--- config.mk ---
export PLATFORM = sky130hd
export DESIGN_NAME = rtc_count_block
export DESIGN_NICKNAME = d
export VERILOG_FILES = /design/src/shared/rtc_pkg.sv /design/src/hw/rtc_count_block.sv
export SDC_FILE = /design/constraint.sdc
export NUM_CORES = 1
export LEC_CHECK = 0
export BUFFER_PORTS_ARGS = -buffer_cell sky130_fd_sc_hd__clkbuf_2
export CORE_ASPECT_RATIO = 0.8
export CORE_MARGIN = 8
export CORE_UTILIZATION = 25
export CTS_BUF_LIST = sky130_fd_sc_hd__clkbuf_8
export CTS_CLUSTER_DIAMETER = 80
export DETAILED_ROUTE_END_ITERATION = 16
export PLACE_DENSITY_LB_ADDON = 0.25
export SYNTH_ARGS = -nofsm -noshare
export SYNTH_HDL_FRONTEND = slang
export SYNTH_SLANG_ARGS = --single-unit
export TNS_END_PERCENT = 100
--- constraint.sdc ---
create_clock -name clk -period 20.7 [get_ports clk]
set_clock_uncertainty 0.1 [all_clocks]
set_input_delay 0 -clock clk [delete_from_list [all_inputs] [get_ports clk]]
set_output_delay 0 -clock clk [all_outputs]
set_load 0.02 [all_outputs]
--- src/shared/rtc_pkg.sv ---
package rtc_pkg;
   // ------------------------------------------------------------
   // timing
   // ------------------------------------------------------------
   localparam int CLK_PERIOD_NS = 8;
   localparam int HALF_SEC_NS   = 500000000;
   // sub-second counter runs on the clock divided by two
   localparam int HALF_SEC_CYC  = HALF_SEC_NS / CLK_PERIOD_NS / 2;
   localparam logic [25:0] SUBSEC_RELOAD_DEF = 26'(HALF_SEC_CYC - 1);
   localparam int TM_W = 18;

   // ------------------------------------------------------------
   // register byte offsets
   // ------------------------------------------------------------
   localparam logic [11:0] OFS_CTRL = 12'h000, OFS_STAT = 12'h004;
   localparam logic [11:0] OFS_SEC  = 12'h008, OFS_MIN  = 12'h00C, OFS_HOUR = 12'h010;
   localparam logic [11:0] OFS_DAY  = 12'h014, OFS_WDAY = 12'h018, OFS_MON  = 12'h01C;
   localparam logic [11:0] OFS_YEAR = 12'h020, OFS_ALMI = 12'h024, OFS_ALARM_HOUR_SETTING = 12'h028;
   localparam logic [11:0] OFS_ALDY = 12'h02C, OFS_ALMO = 12'h030, OFS_ALARM_YEAR_SETTING = 12'h034;
   localparam logic [11:0] OFS_TML  = 12'h038, OFS_TMM  = 12'h03C, OFS_TMH  = 12'h040;
   localparam logic [11:0] OFS_SUBS = 12'h044;

   // ------------------------------------------------------------
   // field masks and bit positions
   // ------------------------------------------------------------
   localparam logic [7:0] MASK_SEC = 8'h7F, MASK_HOUR = 8'h3F, MASK_DAY = 8'h3F;
   localparam logic [7:0] MASK_WDAY = 8'h07, MASK_MON = 8'h1F, MASK_YEAR = 8'hFF;
   localparam logic [7:0] MASK_TMH = 8'h03;
   localparam int CTL_RUN = 0, CTL_CONT = 1, CTL_READ = 2, CTL_WRITE = 3;
   localparam int CTL_TIMER_START_BIT = 4, CTL_TIMER_MODE_SELECT = 5, CTL_EN = 8, EN_W = 5;
   localparam int ST_BUSY = 0, ST_COPY = 1, ST_ERR = 2, ST_TMRUN = 3;

   // ------------------------------------------------------------
   // packed decimal limits
   // ------------------------------------------------------------
   localparam logic [7:0] BCD_ZERO = 8'h00, BCD_ONE = 8'h01, SEC_LAST = 8'h59;
   localparam logic [7:0] HOUR_LAST = 8'h23, WDAY_LAST = 8'h06, MON_LAST = 8'h12;
   localparam logic [7:0] YEAR_LAST = 8'h99, FEB = 8'h02, APR = 8'h04, JUN = 8'h06;
   localparam logic [7:0] SEP = 8'h09, NOV = 8'h11;
   localparam logic [7:0] D28 = 8'h28, D29 = 8'h29, D30 = 8'h30, D31 = 8'h31;

   typedef struct packed {
      logic [7:0] year, mon, wday, day, hour, min, sec;
   } cal_t;
   typedef struct packed {
      logic [7:0] year, mon, day, hour, min;
   } alm_t;
   typedef struct packed {
      logic alarm, hourly, minute, second, half, timer, rwerr, rddone;
   } evt_t;
endpackage

--- src/hw/rtc_count_block.sv ---
`timescale 1ns/1ns
module rtc_count_block #(
   parameter logic [25:0] SUBSEC_RELOAD = rtc_pkg::SUBSEC_RELOAD_DEF // half-second reload
) (
   input  wire logic         clk,        // 125 MHz clock
   input  wire logic         sys_rst,    // async reset, high
   input  wire logic         psel,       // apb select
   input  wire logic         penable,    // apb access phase
   input  wire logic         pwrite,     // apb direction
   input  wire logic [11:0]  paddr,      // apb byte address
   input  wire logic [31:0]  pwdata,     // apb write data
   output      logic [31:0]  prdata,     // apb read data
   output      logic         pready,     // apb ready
   output      logic         pslverr,    // unmapped address
   output rtc_pkg::evt_t     events,     // one-cycle event pulses
   output      logic         half_pulse  // pulse every half second
);
   // ------------------------------------------------------------
   // state
   // ------------------------------------------------------------
   rtc_pkg::cal_t              treg_ff, nxt_treg, cnt_ff, nxt_cnt;
   rtc_pkg::alm_t              alm_ff, nxt_alm;
   rtc_pkg::evt_t              evt_ff, nxt_evt;
   logic                       run_ff, nxt_run, cont_ff, nxt_cont, busy_ff, nxt_busy;
   logic                       read_ff, nxt_read, write_ff, nxt_write, err_ff, nxt_err;
   logic                       pend_ff, nxt_pend, div_ff, nxt_div, phase_ff, nxt_phase;
   logic                       timer_start_bit_ff, nxt_timer_start_bit, timer_mode_select_ff, nxt_timer_mode_select;
   logic [rtc_pkg::EN_W-1:0]   alen_ff, nxt_alen, en_new;
   logic [rtc_pkg::TM_W-1:0]   tset_ff, nxt_tset, tcnt_ff, nxt_tcnt;
   logic [25:0]                subrl_ff, nxt_subrl, sub_ff, nxt_sub;
   logic [31:0]                prdata_ff, nxt_prdata, rdata;
   logic                       tick, hold, sec_go, min_chg, err_set, c, wc, hit, wr_en;

   // ------------------------------------------------------------
   // helpers
   // ------------------------------------------------------------
   // packed decimal increment, returns {carry, value}
   function automatic logic [8:0] bcd_inc(input logic [7:0] v, input logic [7:0] last,
                                          input logic [7:0] first);
      if (v == last) return {1'b1, first};
      if (v[3:0] == 4'h9) return {1'b0, v[7:4] + 4'h1, 4'h0};
      return {1'b0, v + 8'h01};
   endfunction

   // year divisible by four in packed decimal; year 00 counts as leap
   function automatic logic is_leap(input logic [7:0] y);
      if (y[4]) return (y[3:0] == 4'h2) || (y[3:0] == 4'h6);
      return (y[3:0] == 4'h0) || (y[3:0] == 4'h4) || (y[3:0] == 4'h8);
   endfunction

   function automatic logic [7:0] month_last(input logic [7:0] m, input logic [7:0] y);
      if (m == rtc_pkg::FEB) return is_leap(y) ? rtc_pkg::D29 : rtc_pkg::D28;
      if (m == rtc_pkg::APR || m == rtc_pkg::JUN || m == rtc_pkg::SEP || m == rtc_pkg::NOV)
         return rtc_pkg::D30;
      return rtc_pkg::D31;
   endfunction

   // ------------------------------------------------------------
   // apb decode and read mux
   // ------------------------------------------------------------
   assign wr_en   = psel & penable & pwrite;
   assign pready  = 1'b1;            // read data is captured in the setup cycle
   assign pslverr = psel & penable & ~hit;
   assign prdata  = prdata_ff;
   assign events  = evt_ff;
   assign half_pulse = evt_ff.half;

   // reserved bits come back as zero because only masked fields are stored
   always_comb begin
      hit   = 1'b1;
      rdata = '0;
      unique case (paddr)
         rtc_pkg::OFS_CTRL: begin
            rdata[rtc_pkg::CTL_RUN]   = run_ff;
            rdata[rtc_pkg::CTL_CONT]  = cont_ff;
            rdata[rtc_pkg::CTL_READ]  = read_ff;
            rdata[rtc_pkg::CTL_WRITE] = write_ff;
            rdata[rtc_pkg::CTL_TIMER_START_BIT]  = timer_start_bit_ff;
            rdata[rtc_pkg::CTL_TIMER_MODE_SELECT]  = timer_mode_select_ff;
            rdata[rtc_pkg::CTL_EN +: rtc_pkg::EN_W] = alen_ff;
         end
         rtc_pkg::OFS_STAT: begin
            rdata[rtc_pkg::ST_BUSY]  = busy_ff;
            rdata[rtc_pkg::ST_COPY]  = busy_ff | read_ff | write_ff;
            rdata[rtc_pkg::ST_ERR]   = err_ff;
            rdata[rtc_pkg::ST_TMRUN] = timer_start_bit_ff;
         end
         rtc_pkg::OFS_SEC:  rdata[7:0] = treg_ff.sec;
         rtc_pkg::OFS_MIN:  rdata[7:0] = treg_ff.min;
         rtc_pkg::OFS_HOUR: rdata[7:0] = treg_ff.hour;
         rtc_pkg::OFS_DAY:  rdata[7:0] = treg_ff.day;
         rtc_pkg::OFS_WDAY: rdata[7:0] = treg_ff.wday;
         rtc_pkg::OFS_MON:  rdata[7:0] = treg_ff.mon;
         rtc_pkg::OFS_YEAR: rdata[7:0] = treg_ff.year;
         rtc_pkg::OFS_ALMI: rdata[7:0] = alm_ff.min;
         rtc_pkg::OFS_ALARM_HOUR_SETTING: rdata[7:0] = alm_ff.hour;
         rtc_pkg::OFS_ALDY: rdata[7:0] = alm_ff.day;
         rtc_pkg::OFS_ALMO: rdata[7:0] = alm_ff.mon;
         rtc_pkg::OFS_ALARM_YEAR_SETTING: rdata[7:0] = alm_ff.year;
         rtc_pkg::OFS_TML:  rdata[7:0] = tset_ff[7:0];
         rtc_pkg::OFS_TMM:  rdata[7:0] = tset_ff[15:8];
         rtc_pkg::OFS_TMH:  rdata[1:0] = tset_ff[17:16];
         rtc_pkg::OFS_SUBS: rdata[25:0] = subrl_ff;
         default:           hit = 1'b0;
      endcase
   end

   // half-second tick from the divided-clock sub-second counter
   assign tick = run_ff & div_ff & (sub_ff == '0);
   // seconds are held back while a continued rewrite is open or transferring
   assign hold = cont_ff | busy_ff;
   assign en_new = pwdata[rtc_pkg::CTL_EN +: rtc_pkg::EN_W] & ~alen_ff;

   // ------------------------------------------------------------
   // next-state logic
   // ------------------------------------------------------------
   always_comb begin
      nxt_treg = treg_ff;  nxt_cnt = cnt_ff;   nxt_alm = alm_ff;    nxt_evt = '0;
      nxt_run = run_ff;    nxt_cont = cont_ff; nxt_busy = busy_ff;  nxt_read = read_ff;
      nxt_write = write_ff; nxt_err = err_ff;  nxt_pend = pend_ff;  nxt_div = ~div_ff;
      nxt_phase = phase_ff; nxt_timer_start_bit = timer_start_bit_ff; nxt_timer_mode_select = timer_mode_select_ff; nxt_alen = alen_ff;
      nxt_tset = tset_ff;  nxt_tcnt = tcnt_ff; nxt_subrl = subrl_ff; nxt_sub = sub_ff;
      nxt_prdata = prdata_ff;
      sec_go = 1'b0; min_chg = 1'b0; err_set = 1'b0; c = 1'b0; wc = 1'b0;

      if (run_ff && div_ff) nxt_sub = tick ? subrl_ff : sub_ff - 26'h0000001;
      if (tick) begin
         nxt_evt.half = 1'b1;
         nxt_phase    = ~phase_ff;
         if (phase_ff) begin
            if (hold) begin
               err_set  = pend_ff;
               nxt_pend = 1'b1;
            end else begin
               sec_go = 1'b1;
            end
         end
      end
      if (pend_ff && !hold && !tick) begin
         sec_go   = 1'b1;
         nxt_pend = 1'b0;
      end

      // calendar carry chain with leap year
      if (sec_go) begin
         nxt_evt.second = 1'b1;
         {c, nxt_cnt.sec} = bcd_inc(cnt_ff.sec, rtc_pkg::SEC_LAST, rtc_pkg::BCD_ZERO);
         if (c) begin
            min_chg = 1'b1;
            nxt_evt.minute = 1'b1;
            {c, nxt_cnt.min} = bcd_inc(cnt_ff.min, rtc_pkg::SEC_LAST, rtc_pkg::BCD_ZERO);
         end
         if (c) begin
            nxt_evt.hourly = 1'b1;
            {c, nxt_cnt.hour} = bcd_inc(cnt_ff.hour, rtc_pkg::HOUR_LAST, rtc_pkg::BCD_ZERO);
         end
         if (c) begin
            {wc, nxt_cnt.wday} = bcd_inc(cnt_ff.wday, rtc_pkg::WDAY_LAST, rtc_pkg::BCD_ZERO);
            {c, nxt_cnt.day} = bcd_inc(cnt_ff.day, month_last(cnt_ff.mon, cnt_ff.year),
                                       rtc_pkg::BCD_ONE);
         end
         if (c) {c, nxt_cnt.mon} = bcd_inc(cnt_ff.mon, rtc_pkg::MON_LAST, rtc_pkg::BCD_ONE);
         if (c) {c, nxt_cnt.year} = bcd_inc(cnt_ff.year, rtc_pkg::YEAR_LAST, rtc_pkg::BCD_ZERO);
      end

      // each enabled field must match; checked on minute change
      if (min_chg && (alen_ff != '0)
          && (!alen_ff[0] || nxt_cnt.min  == alm_ff.min)
          && (!alen_ff[1] || nxt_cnt.hour == alm_ff.hour)
          && (!alen_ff[2] || nxt_cnt.day  == alm_ff.day)
          && (!alen_ff[3] || nxt_cnt.mon  == alm_ff.mon)
          && (!alen_ff[4] || nxt_cnt.year == alm_ff.year))
         nxt_evt.alarm = 1'b1;

      // closing transfer loads the rewritten time
      if (busy_ff && !cont_ff) begin
         nxt_cnt  = treg_ff;
         nxt_busy = 1'b0;
      end
      if (write_ff) begin
         nxt_cnt   = treg_ff;
         nxt_write = 1'b0;
      end
      // read completion after counters are copied out
      if (read_ff) begin
         nxt_treg = cnt_ff;
         nxt_read = 1'b0;
         nxt_evt.rddone = 1'b1;
      end

      if (tick && timer_start_bit_ff) begin
         if (tcnt_ff == '0) begin
            nxt_evt.timer = 1'b1;
            if (timer_mode_select_ff) nxt_tcnt = tset_ff;
            else nxt_timer_start_bit = 1'b0;
         end else begin
            nxt_tcnt = tcnt_ff - 18'h00001;
         end
      end

      // software writes take effect in the access phase
      if (wr_en) begin
         unique case (paddr)
            rtc_pkg::OFS_CTRL: begin
               nxt_run = pwdata[rtc_pkg::CTL_RUN];
               if (pwdata[rtc_pkg::CTL_RUN] && !run_ff) begin
                  nxt_cnt   = treg_ff;
                  nxt_sub   = subrl_ff;
                  nxt_phase = 1'b0;
               end
               if (pwdata[rtc_pkg::CTL_CONT] && run_ff && !(busy_ff && !cont_ff)) begin
                  nxt_cont = 1'b1;
                  nxt_busy = 1'b1;
               end else if (!pwdata[rtc_pkg::CTL_CONT] && cont_ff) begin
                  nxt_cont = 1'b0;
                  nxt_err  = 1'b0;   // error clears when the rewrite is closed
               end
               if (pwdata[rtc_pkg::CTL_READ]) nxt_read = 1'b1;
               if (pwdata[rtc_pkg::CTL_WRITE]) nxt_write = 1'b1;
               nxt_timer_start_bit = pwdata[rtc_pkg::CTL_TIMER_START_BIT];
               if (pwdata[rtc_pkg::CTL_TIMER_START_BIT] && !timer_start_bit_ff) nxt_tcnt = tset_ff;
               nxt_timer_mode_select = pwdata[rtc_pkg::CTL_TIMER_MODE_SELECT];
               nxt_alen = pwdata[rtc_pkg::CTL_EN +: rtc_pkg::EN_W];
               // newly set enable fires the alarm at once
               if (en_new != '0) nxt_evt.alarm = 1'b1;
            end
            rtc_pkg::OFS_SEC:  nxt_treg.sec  = pwdata[7:0] & rtc_pkg::MASK_SEC;
            rtc_pkg::OFS_MIN:  nxt_treg.min  = pwdata[7:0] & rtc_pkg::MASK_SEC;
            rtc_pkg::OFS_HOUR: nxt_treg.hour = pwdata[7:0] & rtc_pkg::MASK_HOUR;
            rtc_pkg::OFS_DAY:  nxt_treg.day  = pwdata[7:0] & rtc_pkg::MASK_DAY;
            rtc_pkg::OFS_WDAY: nxt_treg.wday = pwdata[7:0] & rtc_pkg::MASK_WDAY;
            rtc_pkg::OFS_MON:  nxt_treg.mon  = pwdata[7:0] & rtc_pkg::MASK_MON;
            rtc_pkg::OFS_YEAR: nxt_treg.year = pwdata[7:0] & rtc_pkg::MASK_YEAR;
            rtc_pkg::OFS_ALMI: nxt_alm.min   = pwdata[7:0] & rtc_pkg::MASK_SEC;
            rtc_pkg::OFS_ALARM_HOUR_SETTING: nxt_alm.hour  = pwdata[7:0] & rtc_pkg::MASK_HOUR;
            rtc_pkg::OFS_ALDY: nxt_alm.day   = pwdata[7:0] & rtc_pkg::MASK_DAY;
            rtc_pkg::OFS_ALMO: nxt_alm.mon   = pwdata[7:0] & rtc_pkg::MASK_MON;
            rtc_pkg::OFS_ALARM_YEAR_SETTING: nxt_alm.year  = pwdata[7:0] & rtc_pkg::MASK_YEAR;
            rtc_pkg::OFS_TML:  nxt_tset[7:0]   = pwdata[7:0];
            rtc_pkg::OFS_TMM:  nxt_tset[15:8]  = pwdata[7:0];
            rtc_pkg::OFS_TMH:  nxt_tset[17:16] = pwdata[1:0];
            rtc_pkg::OFS_SUBS: nxt_subrl = pwdata[25:0];
            default: ;
         endcase
      end
      // rewrite error: the set wins over a clear in the same cycle
      if (err_set) begin
         nxt_err = 1'b1;
         nxt_evt.rwerr = 1'b1;
      end
      if (psel && !penable && !pwrite) nxt_prdata = rdata;
   end

   // ------------------------------------------------------------
   // registers
   // ------------------------------------------------------------
   always_ff @(posedge clk or posedge sys_rst) begin
      if (sys_rst) begin
         treg_ff <= '0;  cnt_ff <= '0;    alm_ff <= '0;   evt_ff <= '0;
         run_ff <= 1'b0; cont_ff <= 1'b0; busy_ff <= 1'b0; read_ff <= 1'b0;
         write_ff <= 1'b0; err_ff <= 1'b0; pend_ff <= 1'b0; div_ff <= 1'b0;
         phase_ff <= 1'b0; timer_start_bit_ff <= 1'b0; timer_mode_select_ff <= 1'b0; alen_ff <= '0;
         tset_ff <= '0;  tcnt_ff <= '0;   subrl_ff <= SUBSEC_RELOAD; sub_ff <= '0;
         prdata_ff <= '0;
      end else begin
         treg_ff <= nxt_treg;  cnt_ff <= nxt_cnt;   alm_ff <= nxt_alm;   evt_ff <= nxt_evt;
         run_ff <= nxt_run;    cont_ff <= nxt_cont; busy_ff <= nxt_busy; read_ff <= nxt_read;
         write_ff <= nxt_write; err_ff <= nxt_err;  pend_ff <= nxt_pend; div_ff <= nxt_div;
         phase_ff <= nxt_phase; timer_start_bit_ff <= nxt_timer_start_bit; timer_mode_select_ff <= nxt_timer_mode_select; alen_ff <= nxt_alen;
         tset_ff <= nxt_tset;  tcnt_ff <= nxt_tcnt; subrl_ff <= nxt_subrl; sub_ff <= nxt_sub;
         prdata_ff <= nxt_prdata;
      end
   end
endmodule // rtc_count_block

* Yosys cells after proc, flatten, opt, wreduce, memory -nomap -nowiden *
Index checks and enable logic that the tools add are counted.
Widths: inputs -> output; s select.

word-level totals
  register bits after elaboration = 282

operators by class
  $add $sub $neg = 16
  eq/ne operators = 46
  muxes and demuxes = 194
  bitwise gates (word level) = 13
  reduce and logical (&&, ||, !) cells = 70

operator list
  operator               number
  $mux 56                8
  $mux 8                 25
  $mux 9                 21
  $mux 26                5
  $mux 1                 121
  $mux 18                6
  $eq 12x6->1 const B    8
  $add 8x1->8 const B    7
  $eq 12x5->1 const B    4
  $pmux 2 s18            1
  $pmux 2 s17            1
  $eq 4x4->1 const B     8
  $pmux 2 s16            1
  $add 4x1->4 const B    7
  $logic_not 26->1       1
  $sub 26x1->26 const B  1
  $eq 12x4->1 const B    2
  $eq 12x7->1 const B    2
  $eq 8x3->1 const B     3
  $pmux 2 s12            1
  $reduce_and 2->1       10
  $logic_and 1x1->1      18
  $logic_not 18->1       1
  $reduce_or 18->1       1
  32 further kinds       76

* Depth between registers and ports, before layout *
  word-level depth = 82
  mapped depth = 13
  depth with buffers taken out = 12

* Least setup slack after synthesis *
OpenSTA, ideal clock, no wires.

  kind = register to register
  start = register cnt_ff[44] in the netlist's numbering
  end = register evt_ff (netlist bit events[7])
  data arrival time = 3,355 ps
  required time = 20,534 ps
  path slack = 17,178 ps
  cell stages (with the launch flop) = 13
  path buffers = 1
  clock period less this slack = 3,522 ps
  path through = dfrtp_1 -> clkbuf_1 -> inv_1 -> ha_1 -> a311oi_1 -> o211ai_1 -> or4_1 -> a211oi_4 -> mux2i_1 -> o32a_1 -> nand4_1 -> o41ai_2 -> a41o_1

RTL lines
  element                 RTL line                text
  start, declared         rtc_count_block.sv:21   rtc_pkg::cal_t treg_ff, nxt_treg, cnt_ff, nxt_cnt;
  start signal, assigned  rtc_count_block.sv:266  treg_ff <= nxt_treg; cnt_ff <= nxt_cnt; alm_ff <= nxt_alm; evt_ff <= nxt_evt;
  end signal, assigned    rtc_count_block.sv:266
  end, declared           rtc_count_block.sv:23   rtc_pkg::evt_t evt_ff, nxt_evt;

==> run metrics <==
status=completed; Buf+Inv Stages, Crit Path=0; CTS Buffer Depth=3; HP Class=in -> reg; remaining global-route overflow=0; Die Wd=just over 300 um; CP startpoint kind=register; vias per cell=roughly 5.4; worst vdd ir=just under 40 uV; GRT Resource Usage Total=0.161; mean post-synth cell area=around 9 um2; initial DRC count=about 1400; async set-reset flop share out of synthesis=1.00; Routability Congestion=~0.89; Skew-Pair Late Insertion Delay=slightly below 0.7 ns; register area share after synthesis=0.426; CTS tree=done; vias in the first global route=about 15000; Cell Rows=between 80 and 90; placed cells=around 2700; final core occ=0.298; largest net degree at the start of global routing=roughly 170; TritonRoute pass-1 iters=5; Final Hold Vio Count=0; Slowest cell on crit path=a211oi_2; Final setup viols=0; dpl hpwl=roughly 45 mm; Initial Util=0.253; Max-Cap Viols=0; post-cts resize count=0; cell family contributing the most delay on the critical path=simple AND/OR/NAND/NOR gates; setup TNS=0 ns; Worst Path Arrival=~5.8 ns; share of post-route cells with drive strength above 1=0.159; Fmax=roughly 190 MHz; Boundary Pins=92; Tcrit/Tclk final=0.258; Logic pwr share=0.057; synth unique cells=94; pwr/cell area=about 63 nW/um2; final non-filler cell total=approximately 2900; Clock power frac=0.478; antenna violations before repair=2; clk slew on worst S/H paths=0.07 ns; Slew Viols, Final=0; core footprint=65800 um2; Post-synth EDFFs=0; worst slew pin tran=roughly 1.1 ns; switching part of the total=0.263; Synth warnings=0; WP depth=10; Buffers on Ports=78; R2R cell count=10; Pleak=7.88 nW; WHS Path Cells=3; Max FO, Critical Path=15; Synth area leaders=dfrtp_1, mux2_2, nand2_1, mux2i_1, o21ai_0; Seq pwr share=0.465; Pint=a little over 900 uW; wire per inst=21.9 um; first-pass GRT wire length=about 95 mm; RSZ-0062 raised after global routing=no; Nets=2022; most instantiated cells after synthesis=dfrtp_1, nand2_1, o21ai_0; die area=about 75000 um2; Yosys top cell area share=0.400; vias post-DR=around 15000; drt drc=0; sw power=between 300 and 400 uW; critical path class=reg -> reg; clock sinks=~280; most frequent cell after synthesis=dfrtp_1; height of the chip=about 250 um; WHS=0.0426 ns; post-route minimum period=~5.3 ns; Worst Path Required=approximately 21 ns; type of destination of the critical path=register; total power=approximately 1.2 mW; Synth Flop Type=dfrtp_1; area leader, netlist=dfrtp_1; CTS root buf=clkbuf_8; synth-to-layout area growth=18.0%; antenna viol nets, final=0; Synth Instances=between 1500 and 2000; register bit total from synthesis=~280; H-tree depth=2; CP max stage delay=just over 0.9 ns; synthesized area=between 15000 and 20000 um2; relative slew slack=0.231; CTS Buf Count=53; cells along the critical path=nor4_1 > nand2_1 > nor3_2 > mux2_2 > a211oi_2 > nand2_1 > o21ai_0 > nand4_1 > o41ai_1 > a41o_1; total wire length=around 62 mm; Worst path most repeated cell=nand2_1
metal layers:
layer | track usage | routed length, um
met1 | 0.241 | 30800
met2 | 0.226 | 25200
met3 | 0.0436 | 5070
met4 | 0.0425 | 1370
met5 | 0 | 12
repair_timing:
action,4_1_cts,5_1_grt
hold buffers,61,0
hold endpoints to repair,266,0
setup buffers,0,0
power groups by stage:
stage | logic [mW] | registers, mW | clock network, mW
4_1_cts | 0.0708 | 0.572 | 0.606
5_1_grt | 0.0779 | 0.573 | 0.632
3_5_place_dp | 0.0621 | 0.581 | 0
3_3_place_gp | 0.0616 | 0.581 | 0
6_report | 0.0706 | 0.572 | 0.588
2_1_floorplan | 0.0396 | 0.578 | 0
worst register-to-register path, stage by stage (launching register included):
cell	delay [ns]
dfrtp_1	0.44
nor4_1	0.83
nand2_1	0.29
nor3_2	0.67
mux2_2	0.50
a211oi_2	0.92
nand2_1	0.24
o21ai_0	0.24
nand4_1	0.13
o41ai_1	0.60
a41o_1	0.30
final timing paths:
path,to,slack (ns),startpoint
setup / recovery,events[7],15.36,sub_ff[9]
hold / removal,subrl_ff[8],0.04,pwdata[8]
setup reg to reg,events[7],15.36,sub_ff[9]
hold reg to reg,div_ff,0.34,div_ff
max in group asynchronous,sub_ff[21],18.48,sys_rst
min in group asynchronous,cnt_ff[47],0.53,sys_rst
final cells by class:
type                    count  area, um2
clock inverters            28        199
repair buffers            162       1190
multi-input cells        1395       8930
flip-flops and latches    282       7080
diodes                      1       2.50
fillers                  6916      46200
clock buffers              68        936
inverters                  54        210
well taps                 860       1080
placed cells by master, fill, tap and decap left out, drive strengths merged, types with 10 or more instances in the layout:
master       synthesis  final
mux2                78     78
o22ai               22     22
clkbuf              90    146
nor4                21     21
mux2i               74     74
inv                 53     74
a211oi              17     17
dfrtp              266    266
nor3                46     46
a22oi               39     39
xnor2               24     24
o21a                11     11
and2                12     12
ha                  25     25
a221oi              18     18
dlygate4sd3          0     61
o21ai              154    154
nor2               148    148
a31oi               23     23
or4                 11     11
a22o                10     10
xor2                19     19
dfstp               16     16
nor2b               11     11
buf                 22     23
nand4               35     35
nand2              228    228
and3                15     15
a21oi              107    107
nand3b              15     15
o31ai               13     13
nand3               67     67
or3                 20     20
cell families (layout without fill, tap and decap cells):
family,Yosys count,count (layout),synth area share
flip-flops,282,282,0.426
XOR/XNOR,43,43,0.0227
multiplexers,152,152,0.0974
adder cells (fa/ha/maj),25,25,0.0188
buffers and inverters,166,312,0.0406
AND/OR/NAND/NOR,668,668,0.198
AO/OA/AOI/OAI,500,500,0.196
other,2,8,0.000452
flip-flops by register name (all words and copies together), names as in the netlist, 5 cells and up:
signal    cells
alm_ff       32
tset_ff      18
prdata       26
treg_ff      56
sub_ff       26
events        7
alen_ff       5
tcnt_ff      18
cnt_ff       56
subrl_ff     26
through the flow:
stage / worst slack, ns / instance area, um2
after global routing: 15.00 / 19600
after detailed placement: 15.50 / 17900
after floorplan: 12.85 / 16600
final: 15.36 / 19600
after CTS: 15.47 / 19600
after global placement: 15.62 / 17900
(Power assumes the default switching activity.)
